### config.mk
export PLATFORM = sky130hd
export DESIGN_NAME = timer16_buffered_compare
export DESIGN_NICKNAME = d
export VERILOG_FILES = /design/src/common/timer16_pkg.sv /design/src/rtl/compare_channel.sv /design/src/rtl/prescaler.sv /design/src/rtl/timer16_buffered_compare.sv
export SDC_FILE = /design/constraint.sdc
export NUM_CORES = 1
export LEC_CHECK = 0
export ABC_AREA = 1
export BUFFER_PORTS_ARGS = -buffer_cell sky130_fd_sc_hd__buf_2
export CAP_MARGIN = 20
export CORE_MARGIN = 5
export CORE_UTILIZATION = 45
export DETAILED_ROUTE_END_ITERATION = 8
export GPL_TIMING_DRIVEN = 0
export PLACE_DENSITY = 0.63
export SLEW_MARGIN = 5
export SYNTH_ARGS = -nofsm -noshare
export SYNTH_HDL_FRONTEND = slang
export SYNTH_SLANG_ARGS = --single-unit
### constraint.sdc
create_clock -name clk -period 6.8 [get_ports clk]
set_clock_uncertainty 0.1 [all_clocks]
set_input_delay 1.36 -clock clk [delete_from_list [all_inputs] [get_ports clk]]
set_output_delay 1.36 -clock clk [all_outputs]
set_load 0.02 [all_outputs]
### src/common/timer16_pkg.sv
// package: register map, field layout and types of the 16-bit timer
package timer16_pkg;
   localparam int unsigned CNT_W = 16;
   // register byte offsets
   localparam logic [7:0] OFF_CONTROL_A = 8'h00;
   localparam logic [7:0] OFF_CONTROL_B = 8'h04;
   localparam logic [7:0] OFF_CONTROL_E = 8'h08;
   localparam logic [7:0] OFF_CONTROL_F = 8'h0c;
   localparam logic [7:0] OFF_EVENT_CONTROL = 8'h10;
   localparam logic [7:0] OFF_COUNT = 8'h14;
   localparam logic [7:0] OFF_PERIOD = 8'h18;
   localparam logic [7:0] OFF_PERIOD_SHADOW = 8'h1c;
   localparam logic [7:0] OFF_COMPARE0 = 8'h20;
   localparam logic [7:0] OFF_COMPARE_SHADOW0 = 8'h30;
   localparam logic [7:0] OFF_MATCH_FLAGS = 8'h40;
   // field positions
   localparam int unsigned A_ENABLE_BIT = 0;
   localparam int unsigned A_PRESCALE_LSB = 1;
   localparam int unsigned B_WAVE_LSB = 0;
   localparam int unsigned B_CHAN_EN_LSB = 4;
   localparam int unsigned E_HEADING_BIT = 0;
   localparam int unsigned E_LOCK_BIT = 1;
   localparam int unsigned F_PER_VALID_BIT = 0;
   localparam int unsigned F_CMP_VALID_LSB = 1;
   localparam int unsigned EV_COUNT_EN_BIT = 0;
   // reset values and the all-ones count limit
   localparam logic [15:0] PERIOD_RESET = 16'hffff;
   localparam logic [15:0] COUNT_FLOOR = 16'h0000;
   localparam logic [15:0] ALL_ONES = 16'hffff;
   localparam logic [2:0] PRESCALE_RESET = 3'h0;

   typedef enum logic [2:0] {
      WAVE_NORMAL = 3'b000,
      WAVE_FREQ = 3'b001
   } wave_shape_t;

   typedef struct packed {
      logic enable;
      logic [2:0] prescale_select;
      wave_shape_t wave_shape_select;
      logic [2:0] channel_output_enable;
      logic count_heading;
      logic lock_buffer_commit;
      logic count_on_event_enable;
   } timer_ctrl_t;
endpackage : timer16_pkg

### src/rtl/compare_channel.sv
// compare_channel: active/shadow compare pair, match flag, wave output
`timescale 1ns/1ps
module compare_channel (
   // clock and reset
   input wire logic clk,
   input wire logic reset,
   // software access
   input wire logic wr_active,
   input wire logic wr_shadow,
   input wire logic [15:0] wdata,
   input wire logic clr_flag,
   // timing
   input wire logic tick,
   input wire logic commit,
   input wire logic [15:0] count,
   input wire logic freq_mode,
   // state
   output logic [15:0] compare_value,
   output logic [15:0] compare_shadow,
   output logic shadow_valid,
   output logic match_flag,
   output logic wave
);
   logic [15:0] cmp_d, shd_d;
   logic valid_d, flag_d, wave_d, pend_q, pend_d;

   always_comb begin
      cmp_d = compare_value;
      shd_d = compare_shadow;
      valid_d = shadow_valid;
      flag_d = match_flag;
      wave_d = wave;
      pend_d = pend_q;
      if (commit && shadow_valid) begin
         cmp_d = compare_shadow;
         valid_d = 1'b0;
      end
      if (commit) begin
         valid_d = 1'b0;
      end
      if (wr_shadow) begin
         shd_d = wdata;
         valid_d = 1'b1;
      end
      if (wr_active) begin
         cmp_d = wdata;
      end
      if (clr_flag) begin
         flag_d = 1'b0;
      end
      // match is acted on at the next tick, so it sees a stable count
      if (tick) begin
         pend_d = (count == compare_value);
         if (pend_q) begin
            flag_d = 1'b1;
            if (freq_mode) begin
               wave_d = ~wave;
            end
         end
      end
      if (!freq_mode) begin
         wave_d = 1'b0;
      end
   end

   always_ff @(posedge clk) begin
      if (reset) begin
         compare_value <= 16'h0000;
         compare_shadow <= 16'h0000;
         shadow_valid <= 1'b0;
         match_flag <= 1'b0;
         wave <= 1'b0;
         pend_q <= 1'b0;
      end else begin
         compare_value <= cmp_d;
         compare_shadow <= shd_d;
         shadow_valid <= valid_d;
         match_flag <= flag_d;
         wave <= wave_d;
         pend_q <= pend_d;
      end
   end
endmodule : compare_channel

### src/rtl/prescaler.sv
// prescaler: turns clk into a one-cycle tick at the selected ratio
`timescale 1ns/1ps
module prescaler (
   // clock and reset
   input wire logic clk,
   input wire logic reset,
   // control
   input wire logic run,
   input wire logic [2:0] prescale_select,
   // tick out
   output logic tick
);
   logic [9:0] div_q, div_d;
   logic [9:0] limit;
   logic tick_d;

   // ratio 1,2,4,8,16,64,256,1024
   always_comb begin
      unique case (prescale_select)
         3'h0: limit = 10'h000;
         3'h1: limit = 10'h001;
         3'h2: limit = 10'h003;
         3'h3: limit = 10'h007;
         3'h4: limit = 10'h00f;
         3'h5: limit = 10'h03f;
         3'h6: limit = 10'h0ff;
         3'h7: limit = 10'h3ff;
      endcase
      div_d = div_q;
      tick_d = 1'b0;
      if (!run) begin
         div_d = 10'h000;
      end else if (div_q >= limit) begin
         div_d = 10'h000;
         tick_d = 1'b1;
      end else begin
         div_d = div_q + 10'h001;
      end
   end

   always_ff @(posedge clk) begin
      if (reset) begin
         div_q <= 10'h000;
         tick <= 1'b0;
      end else begin
         div_q <= div_d;
         tick <= tick_d;
      end
   end
endmodule : prescaler

### src/rtl/timer16_buffered_compare.sv
// timer16_buffered_compare: apb timer core with buffered period/compare
`timescale 1ns/1ps
module timer16_buffered_compare (
   // clock and reset
   input wire logic clk,
   input wire logic reset,
   // apb slave
   input wire logic psel,
   input wire logic penable,
   input wire logic pwrite,
   input wire logic [7:0] paddr,
   input wire logic [31:0] pwdata,
   output logic [31:0] prdata,
   output logic pready,
   output logic pslverr,
   // event input pin
   input wire logic event_in,
   // waveform outputs
   output logic [2:0] wave_output_pin,
   output logic [2:0] wave_output_oe,
   // floor / ceiling events
   output logic floor_event,
   output logic ceiling_event
);
   timer16_pkg::timer_ctrl_t ctrl_q, ctrl_d;
   logic [15:0] count_q, count_d;
   logic [15:0] period_q, period_d, pshadow_q, pshadow_d;
   logic pvalid_q, pvalid_d;
   logic ovf_flag_q, ovf_flag_d;
   logic ev_meta_q, ev_sync_q, ev_prev_q;
   logic ev_pulse, pre_tick, tick;
   logic [15:0] ceiling;
   logic at_floor, at_ceiling, at_max, commit, freq_mode;
   logic floor_pend_q, floor_pend_d, ceil_pend_q, ceil_pend_d;
   logic floor_ev_d, ceil_ev_d;
   logic [31:0] rdata_d;
   logic ready_d, err_d;
   logic [2:0] wave_pin_d, wave_oe_d;
   logic setup, wr, wr_count;
   logic [2:0] wr_cmp, wr_shd;
   logic [15:0] cmp [3];
   logic [15:0] shd [3];
   logic [2:0] cvalid, cflag, cwave;
   logic clr_cflag;

   // event pin is asynchronous: two flops before any logic
   always_ff @(posedge clk) begin
      if (reset) begin
         ev_meta_q <= 1'b0;
         ev_sync_q <= 1'b0;
         ev_prev_q <= 1'b0;
      end else begin
         ev_meta_q <= event_in;
         ev_sync_q <= ev_meta_q;
         ev_prev_q <= ev_sync_q;
      end
   end
   assign ev_pulse = ev_sync_q & ~ev_prev_q;

   prescaler u_prescaler (
      .clk(clk),
      .reset(reset),
      .run(ctrl_q.enable),
      .prescale_select(ctrl_q.prescale_select),
      .tick(pre_tick)
   );

   // event counting replaces clock ticks
   assign tick = ctrl_q.enable &
      (ctrl_q.count_on_event_enable ? ev_pulse : pre_tick);

   // zero-latency apb: ready in the access cycle
   assign setup = psel & ~penable;
   assign wr = psel & penable & pwrite;
   assign wr_count = wr && paddr == timer16_pkg::OFF_COUNT;
   assign clr_cflag = wr && paddr == timer16_pkg::OFF_MATCH_FLAGS;
   assign freq_mode = ctrl_q.wave_shape_select == timer16_pkg::WAVE_FREQ;

   genvar gi;
   generate
      for (gi = 0; gi < 3; gi++) begin : g_chan
         assign wr_cmp[gi] = wr && paddr ==
            timer16_pkg::OFF_COMPARE0 + 8'(4 * gi);
         assign wr_shd[gi] = wr && paddr ==
            timer16_pkg::OFF_COMPARE_SHADOW0 + 8'(4 * gi);
         compare_channel u_chan (
            .clk(clk),
            .reset(reset),
            .wr_active(wr_cmp[gi]),
            .wr_shadow(wr_shd[gi]),
            .wdata(pwdata[15:0]),
            .clr_flag(clr_cflag & pwdata[gi]),
            .tick(tick),
            .commit(commit),
            .count(count_q),
            .freq_mode(freq_mode),
            .compare_value(cmp[gi]),
            .compare_shadow(shd[gi]),
            .shadow_valid(cvalid[gi]),
            .match_flag(cflag[gi]),
            .wave(cwave[gi])
         );
      end
   endgenerate

   // floor and ceiling detection
   assign ceiling = freq_mode ? cmp[0] : period_q;
   assign at_floor = count_q == timer16_pkg::COUNT_FLOOR;
   assign at_max = count_q == timer16_pkg::ALL_ONES;
   assign at_ceiling = count_q == ceiling;
   // commit at ceiling counting up, at floor counting down
   assign commit = tick & ~ctrl_q.lock_buffer_commit &
      (ctrl_q.count_heading ? at_floor : at_ceiling);

   // counter
   always_comb begin
      count_d = count_q;
      if (tick) begin
         if (!ctrl_q.count_heading) begin
            // past a lowered ceiling the counter runs on to all-ones
            count_d = (at_ceiling || at_max) ? 16'h0000 :
               count_q + 16'h0001;
         end else begin
            count_d = at_floor ? period_q : count_q - 16'h0001;
         end
      end
      if (wr_count) begin
         count_d = pwdata[15:0];
      end
   end

   // period, shadow and valid flag
   always_comb begin
      period_d = period_q;
      pshadow_d = pshadow_q;
      pvalid_d = pvalid_q;
      if (commit) begin
         if (pvalid_q) begin
            period_d = pshadow_q;
         end
         pvalid_d = 1'b0;
      end
      if (wr && paddr == timer16_pkg::OFF_PERIOD_SHADOW) begin
         pshadow_d = pwdata[15:0];
         pvalid_d = 1'b1;
      end
      if (wr && paddr == timer16_pkg::OFF_PERIOD) begin
         period_d = pwdata[15:0];
      end
   end

   // control registers
   always_comb begin
      ctrl_d = ctrl_q;
      if (wr) begin
         unique case (paddr)
            timer16_pkg::OFF_CONTROL_A: begin
               ctrl_d.enable = pwdata[timer16_pkg::A_ENABLE_BIT];
               ctrl_d.prescale_select =
                  pwdata[timer16_pkg::A_PRESCALE_LSB +: 3];
            end
            timer16_pkg::OFF_CONTROL_B: begin
               ctrl_d.wave_shape_select = timer16_pkg::wave_shape_t'(
                  pwdata[timer16_pkg::B_WAVE_LSB +: 3]);
               ctrl_d.channel_output_enable =
                  pwdata[timer16_pkg::B_CHAN_EN_LSB +: 3];
            end
            timer16_pkg::OFF_CONTROL_E: begin
               ctrl_d.count_heading =
                  pwdata[timer16_pkg::E_HEADING_BIT];
               ctrl_d.lock_buffer_commit =
                  pwdata[timer16_pkg::E_LOCK_BIT];
            end
            timer16_pkg::OFF_EVENT_CONTROL: begin
               ctrl_d.count_on_event_enable =
                  pwdata[timer16_pkg::EV_COUNT_EN_BIT];
            end
            default: ;
         endcase
      end
   end

   // floor/ceiling effects shown at the next tick; overflow sticky flag
   always_comb begin
      floor_pend_d = floor_pend_q;
      ceil_pend_d = ceil_pend_q;
      floor_ev_d = 1'b0;
      ceil_ev_d = 1'b0;
      ovf_flag_d = ovf_flag_q;
      if (clr_cflag && pwdata[3]) begin
         ovf_flag_d = 1'b0;
      end
      if (tick) begin
         floor_pend_d = at_floor;
         ceil_pend_d = at_ceiling;
         floor_ev_d = floor_pend_q;
         ceil_ev_d = ceil_pend_q;
         if (floor_pend_q || ceil_pend_q) begin
            ovf_flag_d = 1'b1;
         end
      end
   end

   // pins: only frequency mode plus channel enable drives them
   always_comb begin
      for (int i = 0; i < 3; i++) begin
         wave_oe_d[i] = freq_mode & ctrl_q.channel_output_enable[i];
         wave_pin_d[i] = wave_oe_d[i] & cwave[i];
      end
   end

   // apb read mux, unmapped reads give zero with pslverr
   always_comb begin
      rdata_d = 32'h0000_0000;
      err_d = 1'b0;
      ready_d = setup;
      unique case (paddr)
         timer16_pkg::OFF_CONTROL_A: rdata_d = 32'({ctrl_q.prescale_select,
            ctrl_q.enable});
         timer16_pkg::OFF_CONTROL_B: rdata_d = 32'({
            ctrl_q.channel_output_enable, 1'b0, ctrl_q.wave_shape_select});
         timer16_pkg::OFF_CONTROL_E: rdata_d = 32'({
            ctrl_q.lock_buffer_commit, ctrl_q.count_heading});
         timer16_pkg::OFF_CONTROL_F: rdata_d = 32'({cvalid, pvalid_q});
         timer16_pkg::OFF_EVENT_CONTROL:
            rdata_d = 32'(ctrl_q.count_on_event_enable);
         timer16_pkg::OFF_COUNT: rdata_d = 32'(count_q);
         timer16_pkg::OFF_PERIOD: rdata_d = 32'(period_q);
         timer16_pkg::OFF_PERIOD_SHADOW: rdata_d = 32'(pshadow_q);
         8'h20: rdata_d = 32'(cmp[0]);
         8'h24: rdata_d = 32'(cmp[1]);
         8'h28: rdata_d = 32'(cmp[2]);
         8'h30: rdata_d = 32'(shd[0]);
         8'h34: rdata_d = 32'(shd[1]);
         8'h38: rdata_d = 32'(shd[2]);
         timer16_pkg::OFF_MATCH_FLAGS: rdata_d = 32'({ovf_flag_q, cflag});
         default: err_d = setup;
      endcase
      if (!setup) begin
         rdata_d = 32'h0000_0000;
      end
   end

   always_ff @(posedge clk) begin
      if (reset) begin
         ctrl_q <= '{enable: 1'b0,
            prescale_select: timer16_pkg::PRESCALE_RESET,
            wave_shape_select: timer16_pkg::WAVE_NORMAL,
            channel_output_enable: 3'h0, count_heading: 1'b0,
            lock_buffer_commit: 1'b0, count_on_event_enable: 1'b0};
         count_q <= timer16_pkg::COUNT_FLOOR;
         period_q <= timer16_pkg::PERIOD_RESET;
         pshadow_q <= 16'h0000;
         pvalid_q <= 1'b0;
         ovf_flag_q <= 1'b0;
         floor_pend_q <= 1'b0;
         ceil_pend_q <= 1'b0;
         floor_event <= 1'b0;
         ceiling_event <= 1'b0;
         prdata <= 32'h0000_0000;
         pready <= 1'b0;
         pslverr <= 1'b0;
         wave_output_pin <= 3'h0;
         wave_output_oe <= 3'h0;
      end else begin
         ctrl_q <= ctrl_d;
         count_q <= count_d;
         period_q <= period_d;
         pshadow_q <= pshadow_d;
         pvalid_q <= pvalid_d;
         ovf_flag_q <= ovf_flag_d;
         floor_pend_q <= floor_pend_d;
         ceil_pend_q <= ceil_pend_d;
         floor_event <= floor_ev_d;
         ceiling_event <= ceil_ev_d;
         prdata <= rdata_d;
         pready <= ready_d;
         pslverr <= err_d;
         wave_output_pin <= wave_pin_d;
         wave_output_oe <= wave_oe_d;
      end
   end
endmodule : timer16_buffered_compare

# == Yosys cells after proc, flatten, opt, wreduce, memory -nomap -nowiden ==
# Memory sizes are Yosys's and may differ from the RTL's. A register that Yosys moved wholly into a read port is not among the register bits.
# Cells that the tools add are included.
# word_totals
output_inout_bits,42
elab_cells,181
input_bits,46
mem_count,1
regBits,229
romBits,80
# mem_list
memory,depth,width,read_ports,rd_clocked_by_memory_dff,wr,line,rtl
(no name shown),8,10,1,1,0,prescaler.sv:19,unique case (prescale_select)
# classes
reduce_logical,42
add_sub_neg,3
magnitude_cmp,1
bitwise_logic,26
n_eq_ne,20
n_mux,44
# op_table
operator,n
two-way mux 16 bit,15
case mux 16 bit (15 select lines),1
equality test 16 bit,4
equality test 8 x 6 -> 1 bit (second input constant),6
equality test 8 x 5 -> 1 bit (second input constant),4
two-way mux 1 bit,26
adder 16 x 1 -> 16 bit (second input constant),1
AND 1 bit,16
equality test 16 bit (second input constant),1
equality test 8 x 4 -> 1 bit (second input constant),2
zero test 16 bit,1
AND reduction 2 bit,8
OR reduction 16 bit,1
subtractor 16 x 1 -> 16 bit (second input constant),1
logical AND 1 bit,14
nonzero test 2 bit,7
adder 10 x 1 -> 10 bit (second input constant),1
>= comparator 10 bit,1
inverter 1 bit,10
nonzero test 3 bit,3
equality test 8 x 3 -> 1 bit (second input constant),1
equality test 8 x 7 -> 1 bit (second input constant),1
zero test 8 bit,1
OR reduction 2 bit,4
4 further kinds,6

# == Logic depth before layout (Yosys ltp) ==
# Gate-level depths: netlist of run 1.
# depth
depth_word,10
mapped_depth,18
mapped_depth_nobuf,16

# == Cells and area by module ==
# A second synthesis of run 1 with hierarchy kept.
# unflattened
cells_unflattened,1811
hier_area_um2,12373.1
# by_module_without_submodules
mod,seq_area_each_um2,cells_per_inst,area_each_um2,n_inst
timer16_buffered_compare,1881.8,1003,6342.3,1
compare_channel,720.7,237,1767.9,3
prescaler,220.2,97,726.9,1

# == Worst setup path before layout of run 1 ==
# Ideal clock, no wire load.
# synth_timing
path_kind,input port to flip-flop
from,input paddr[1]
to,register period_q[5]
path_stages,13
setup_ns,0.133
arrival_time_ns,2.873
required_ns,6.567
path_buffers,1
slack_ns,3.693
path_cell_list,nor2_1 -> nand2_1 -> nor2_2 -> inv_1 -> nor2_4 -> inv_2 -> nor2_2 -> clkinv_1 -> nand2_4 -> inv_4 -> buf_6 -> nand2_1 -> nand3_1
# synth_between
elab_chain_cells,4
elab_cells_between_ends,6
cone_classes,eq/ne: 1; mux: 1; reduce/logical: 4
# synth_lines
item,line,rtl
start: declaration,timer16_buffered_compare.sv:11,"input wire logic [7:0] paddr,"
equality test 8 x 5 -> 1 bit *,timer16_buffered_compare.sv:147,if (wr && paddr == timer16_pkg::OFF_PERIOD) begin
logical AND 1 bit *,timer16_buffered_compare.sv:147,
nonzero test 2 bit (no source line),-,
AND reduction 2 bit (no source line),-,
end signal: assignment,timer16_buffered_compare.sv:252,period_q <= timer16_pkg::PERIOD_RESET;
end signal: assignment,timer16_buffered_compare.sv:268,period_q <= period_d;
end: declaration,timer16_buffered_compare.sv:27,"logic [15:0] period_q, period_d, pshadow_q, pshadow_d;"
# Every way passes the cells marked *; elsewhere a longest branch is shown, timed or not.
# A chain may end at the register's enable or synchronous reset.

# == Worst setup path in the final report of run 1 ==
# layout_timing
from,input paddr[7]
to,register prdata[14]
# layout_between
elab_chain_cells,2
elab_cells_between_ends,16
cone_classes,eq/ne: 14; mux: 1; reduce/logical: 1
# layout_lines
item,line,rtl
"equality test 8 x 7 -> 1 bit, or another cell as far along",timer16_buffered_compare.sv:217,unique case (paddr)
case mux 16 bit (15 select lines) *,timer16_buffered_compare.sv:217,
end signal: assignment,timer16_buffered_compare.sv:276,prdata <= rdata_d;
end: declaration,timer16_buffered_compare.sv:13,"output logic [31:0] prdata,"
# Marks and branches as above.

==> results.toml, run 1 <==
[route]
wl_um = 46720
drt-initial-drc-count = 1549
via_count = 12451
drtAntennaViolNets = 0
dr.pass1.iters = 6
avgRoutedWirePerCell_um = 21.42
drt-vias-per-instance = 5.709
drc = 0

[global_route]
antenna_found_initial = 2
grt_max_degree = 14
grt.total_usage = 0.3091
grt_pass1_wl_um = 69300
first_global_vias = 11475
grt-ovfl-total = 0

[sta]
worst_slack_ns = 3.037
hold_slack_ns = 0.3073
max_freq_ghz = 0.2658
rsz0062_at_grt = "no"
setup-tns-final_ns = 0
hold_viol_final = 0
setup_violations = 0
final-max-slew-violation-count = 0
worst_slew_pin_slew_ns = 0.9915
fin_crit_ns = 3.763
relSlewSlack = 0.3390
fin_crit_sh = 0.5533

[logic_synthesis]
synthDistinctLibCells = 53
synth_cells = 1730
postSynthAreaPerCell_um2 = 6.862
syn_area_mm2 = 0.01187
ys_seq_area_frac = 0.3710
ys.flop_type = "dfxtp_1"
async_flop_share = 0
ys_ff_latch = 220
synth-edff-count = 0
ys_warn_count = 0

[clock_tree]
cts_tree = "done"
ctsRootBufferMaster = "clkbuf_16"
clockBufferDepth = 3
ctsHoldBuffers = 0
numCtsBuffers = 27
htree_levels = 1
cts_resized = 0
worstSkewPairLatency_ns = 0.54
cts_sinks = 220
path_clk_slew_ns = 0.06
post_cts_buffers = 0

[outcome]
run_status = "completed"

[critical_path]
rr_endpoint = "g_chan[2].u_chan.compare_value[9]"
slowest_stage = "nor3_1"
r2r_cells = 15
path_cells = "buf_2 -> inv_1 -> nand2_1 -> nor3_1 -> nand2_1 -> clkinv_1 -> nor4_1 -> nand2_1 -> nand2_1 -> buf_2 -> a31oi_1"
start_kind = "input pin"
cp_common_cell = "nand2_1"
critical_path_peak_fanout = 10
rrSetupSlack_ns = 3.75
critical_path_required_ns = 7.12
worstSetupPathType = "in2reg"
worstPathArrival_ns = 4.09
crit-reg2reg-launch = "count_q[0]"
end_kind = "register"
cp_slowest_stage_delay_ns = 0.57

[pwr]
ir_drop_uv = 221.4
p_per_area_mw_per_mm2 = 209.7
p_total_mw = 2.828
p_leak_nw = 5.781

[finish]
layout.cells.non_filler = 2181
area_delta_synth_final_pct = 13.61
antennaDiodeCount = 0
final_common_cell = "nand2_1"
fill_cells = 2631
nets = 1887
drive_gt1_frac = 0.1051
final_cell_mix = "nand2_1, dfxtp_1, nor2_1"

[worst_hold_path]
hold_path_depth = 2
worst_hold_path.endpoint = "ev_sync_q"
hold_class = "reg2reg"
worstHoldStart = "ev_meta_q"

[placed_design]
io_buffers = 53
place.gp.congestion = 1.007
dp.cells = 2133
hpwl_um = 36520
pre_cts_ws_ns = 2.584

[floorplanning]
die_y_um = 172.4
std_cell_rows = 59
die-area_mm2 = 0.02973
fp.dieW_um = 172.4
io_pins = 88
initial_core_util = 0.4569
core_mm2 = 0.02598

[job]
maxCapViolations = 0
==> cell type report <==
type | instances | area [µm²] | share of cell area
Clock inverter | 11 | 111.4 | 0.008257
Timing Repair Buffer | 53 | 265.3 | 0.01967
Multi-Input combinational cell | 1245 | 6266 | 0.4646
Buffer | 109 | 611.8 | 0.04537
Tap cell | 335 | 419.2 | 0.03108
Sequential cell | 220 | 4404 | 0.3266
Clock buffer | 37 | 763.2 | 0.05659
Inverter | 171 | 645.6 | 0.04787
==> flip-flops by register name (all words and copies together) (netlist names), 3 cells and up <==
register,count
prdata,16
count_q,16
g_chan.u_chan.match_flag,3
g_chan.u_chan.pend_q,3
ctrl_q,13
wave_output_pin,3
g_chan.u_chan.compare_shadow,48
period_q,16
g_chan.u_chan.compare_value,48
g_chan.u_chan.wave,3
wave_output_oe,3
pshadow_q,16
g_chan.u_chan.shadow_valid,3
u_prescaler.div_q,10
u_prescaler.limit,7
==> Yosys cell counts (2+ instances only) <==
cell type,n,area share
nor3_2,3,0.0025
nand2_4,4,0.0038
nor2_2,11,0.0058
a211oi_1,4,0.0025
buf_6,12,0.011
a21oi_1,169,0.071
o21ai_0,182,0.077
nand4_1,28,0.015
ha_1,14,0.015
xnor2_1,14,0.010
o2111ai_1,6,0.0044
nand3_1,85,0.036
or2_2,4,0.0021
inv_2,13,0.0041
o21bai_1,3,0.0019
o21ai_1,12,0.0051
nand3_4,2,0.0030
a311oi_1,2,0.0015
o211ai_1,4,0.0025
clkinv_1,5,0.0016
nor2_4,2,0.0019
o221ai_1,14,0.010
xor2_1,40,0.030
buf_2,12,0.0051
buf_1,3,0.00095
nor2_1,207,0.065
nand3_2,3,0.0025
inv_1,151,0.048
o22ai_1,25,0.013
nor4_1,12,0.0063
nand2_1,323,0.10
buf_4,23,0.015
nor3_1,17,0.0072
a221oi_1,7,0.0052
nor3b_1,3,0.0019
clkbuf_1,58,0.018
a31oi_1,16,0.0084
nand2_2,3,0.0016
dfxtp_1,220,0.37
==> routing by layer <==
layer / share of wire / GRT usage / vias to the layer above
met1: 0.41 / 0.4255 / 5661
li1: - / - / 5930
met3: 0.099 / 0.04184 / 140
met4: 0.047 / 0.1336 / 0
met5: 0 / 0 / -
met2: 0.44 / 0.4861 / 720
==> report_power, final <==
part,switching (mW),internal (mW)
registers,0.000754,1.29
logic,0.0806,0.0231
clock network,0.577,0.856
total,0.658,2.17
==> metrics by stage <==
step | cell area, µm² | util
floorplan | 11930 | -
global placement | 12610 | 0.4854
detailed placement | 12610 | 0.4854
CTS | 13490 | 0.5190
global route | 13490 | 0.5190
finish | 13490 | 0.5190
==> logic make-up (layout without fill, tap and decap cells) <==
group	count (synthesis)	count (layout)	synth area share
AO/OA/AOI/OAI	449	449	0.2067
XOR/XNOR	54	54	0.03984
adder cells (fa/ha/maj)	14	14	0.01476
buffers and inverters	280	381	0.1059
flip-flops	220	220	0.3710
other	1	16	0.0003159
AND/OR/NAND/NOR	712	712	0.2615
==> how the worst max path moves through the flow <==
stage | slack [ns] | endpoint | cells after the start | startpoint
finish | 3.04 | prdata[14] | 11 | paddr[7]
global route | 3.04 | prdata[2] | 9 | paddr[7]
detailed placement | 2.58 | prdata[7] | 9 | paddr[7]
floorplan | 3.69 | period_q[5] | 13 | paddr[1]
global placement | 2.58 | prdata[14] | 11 | paddr[7]
CTS | 3.13 | prdata[7] | 9 | paddr[7]
==> worst max-delay path: cells and delay by family <==
kind                   cells  cell delay (ns)
buffers and inverters      4             0.84
AO/OA/AOI/OAI              1             0.30
AND/OR/NAND/NOR            6             1.58
Power figures use the tool's default switching activity.
==> run 2, diff against run 1 <==
--- a/config.mk
+++ b/config.mk
@@ -12,7 +12,7 @@
 export CORE_UTILIZATION = 45
 export DETAILED_ROUTE_END_ITERATION = 8
 export GPL_TIMING_DRIVEN = 0
-export PLACE_DENSITY = 0.63
+export PLACE_DENSITY = 0.65
 export SLEW_MARGIN = 5
 export SYNTH_ARGS = -nofsm -noshare
 export SYNTH_HDL_FRONTEND = slang
==> constraint.sdc (replaced) <==
create_clock -name clk -period 3.3 [get_ports clk]
set_clock_uncertainty 0.1 [all_clocks]
set_input_delay 0.66 -clock clk [delete_from_list [all_inputs] [get_ports clk]]
set_output_delay 0.66 -clock clk [all_outputs]
set_load 0.02 [all_outputs]
==> run 2 against run 1 <==
Critical path depth grew 4. Sequential power grew 110%. Setup slack worse by 2.9 ns. Via count increased by 0.16%. Flip-flop and latch count did not move. Final cell count is essentially flat. Sequential share of layout area shrank 0.37 points. Global-route usage is 0.22 points higher. Total power up 120%. Cell area grew 1.1%. Highest routed layer unchanged.
==> results.toml, run 2 (synthesis results as in run 1) <==
[outcome]
run_status = "completed"

[floorplanning]
initial_core_util = 0.4569
core_mm2 = 0.02598
die_y_um = 172.4
fp.dieW_um = 172.4
std_cell_rows = 59
io_pins = 88
die-area_mm2 = 0.02973

[critical_path]
r2r_cells = 15
critical_path_peak_fanout = 10
end_kind = "register"
critPathTopFamily = "simple AND/OR/NAND/NOR gates"
cp_num_buf_inv = 6
rr_endpoint = "g_chan[2].u_chan.compare_value[11]"
worstPathArrival_ns = 3.47
crit-reg2reg-launch = "count_q[0]"
critical_path_required_ns = 3.64
cp_slowest_stage_delay_ns = 0.31
rrSetupSlack_ns = 0.17
path_cells = "buf_2 -> inv_1 -> ha_1 -> inv_1 -> nor3_2 -> nand4_4 -> nand2_2 -> and3_1 -> buf_6 -> nand3_2 -> nand2_4 -> inv_2 -> buf_6 -> nor2_1 -> nor2_1"
start_kind = "register"
slowest_stage = "dfxtp_1"
worstSetupPathType = "reg2reg"

[global_route]
grt.total_usage = 0.3112
antenna_found_initial = 0
grt-ovfl-total = 0
grt_pass1_wl_um = 70120
first_global_vias = 11429
grt_max_degree = 14

[sta]
fin_crit_sh = 0.9497
fin_crit_ns = 3.134
worst_slack_ns = 0.1661
final-max-slew-violation-count = 0
worst_slew_pin_slew_ns = 0.9478
max_freq_ghz = 0.3191
hold_viol_final = 0
rsz0062_at_grt = "no"
setup_violations = 0
relSlewSlack = 0.3681

[route]
drt-vias-per-instance = 5.721
via_count = 12471
drt-initial-drc-count = 1662
wl_um = 46850
avgRoutedWirePerCell_um = 21.49
drtAntennaViolNets = 0
dr.pass1.iters = 6
drc = 0

[finish]
final_common_cell = "nand2_1"
antennaDiodeCount = 0
area_delta_synth_final_pct = 14.90
reg_top3 = "g_chan.u_chan.compare_shadow: 48 flops, g_chan.u_chan.compare_value: 48 flops"
layout.cells.non_filler = 2180
final_cell_mix = "nand2_1, dfxtp_1, nor2_1"
multi_input_area_mm2 = 0.006266
fill_cells = 2655
drive_gt1_frac = 0.1062
seqCellArea_mm2 = 0.004404
nets = 1886

[clock_tree]
htree_levels = 1
ctsRootBufferMaster = "clkbuf_16"
cts_tree = "done"
numCtsBuffers = 26
cts_sinks = 220
path_clk_slew_ns = 0.07
cts_resized = 0
clockBufferDepth = 3
ctsHoldBuffers = 0
post_cts_buffers = 0
worstSkewPairLatency_ns = 0.55

[worst_hold_path]
worst_hold_path.endpoint = "ev_meta_q"
worstHoldStart = "event_in"
hold_class = "in2reg"
hold_path_depth = 3

[pwr]
ir_drop_uv = 435.5
p_per_area_mw_per_mm2 = 464.7
p_leak_nw = 5.839

[job]
maxCapViolations = 0

[placed_design]
hpwl_um = 36720
io_buffers = 53
place.gp.congestion = 0.9687
dp.cells = 2133
pre_cts_ws_ns = -0.2692
[run 2: cell types whose count changed in the layout (fill, tap and decap cells not counted)]
cell | before | now
bufinv_16 | 2 | 8
clkbuf_1 | 63 | 60
clkinv_2 | 8 | 2
clkinv_4 | 0 | 1
clkinvlp_4 | 1 | 3
inv_6 | 1 | 0
[run 2: worst register-to-register path, stage by stage (launching register included)]
cell	delay, ns
dfxtp_1	0.31
buf_2	0.21
inv_1	0.24
ha_1	0.19
inv_1	0.07
nor3_2	0.21
nand4_4	0.19
nand2_2	0.20
and3_1	0.30
buf_6	0.20
nand3_2	0.13
nand2_4	0.14
inv_2	0.10
buf_6	0.16
nor2_1	0.20
nor2_1	0.07
[run 2: metal layers]
metal	vias up	track usage	wire, µm
met5	-	0	0
met4	0	0.1073	1768
met3	111	0.06356	4746
met2	699	0.4868	20880
met1	5729	0.4285	19460
li1	5932	-	-
[run 2: worst max-delay path by stage]
| stage | start | endpoint | slack, ns | cells past startpoint |
|---|---|---|---|---|
| 2_1_floorplan | paddr[1] | period_q[5] | 0.89 | 13 |
| 3_3_place_gp | paddr[7] | prdata[14] | -0.27 | 11 |
| 3_5_place_dp | paddr[7] | prdata[14] | -0.27 | 11 |
| 4_1_cts | count_q[0] | g_chan[2].u_chan.compare_value[11] | 0.25 | 15 |
| 5_1_grt | count_q[0] | g_chan[2].u_chan.compare_value[11] | 0.06 | 15 |
| 6_report | count_q[0] | g_chan[2].u_chan.compare_value[11] | 0.17 | 15 |
[run 2: area by class of cell]
type | instances | share of cell area
Multi-Input combinational cell | 1245 | 0.4594
Sequential cell | 220 | 0.3229
Clock buffer | 34 | 0.05513
Inverter | 171 | 0.04733
Buffer | 109 | 0.04485
Tap cell | 335 | 0.03073
Clock inverter | 13 | 0.02027
Timing Repair Buffer | 53 | 0.01945
[run 2: power by group]
part	switching [mW]	leakage [nW]	total, mW	internal, mW
registers	0.00154	1.77	2.66	2.66
logic	0.170	3.57	0.217	0.0476
clock network	1.24	0.493	3.46	2.22
[run 2: metrics by stage]
stage	utilization	total power, mW	TNS (ns)	cell area, µm²	hold slack [ns]
2_1_floorplan	-	2.825	0	11930	0.2883
5_1_grt	0.5249	6.486	0	13640	0.2213
6_report	0.5249	6.338	0	13640	0.2221
3_5_place_dp	0.4854	2.927	-2.741	12610	0.2988
4_1_cts	0.5249	6.341	0	13640	0.2138
3_3_place_gp	0.4854	2.926	-2.582	12610	0.2925
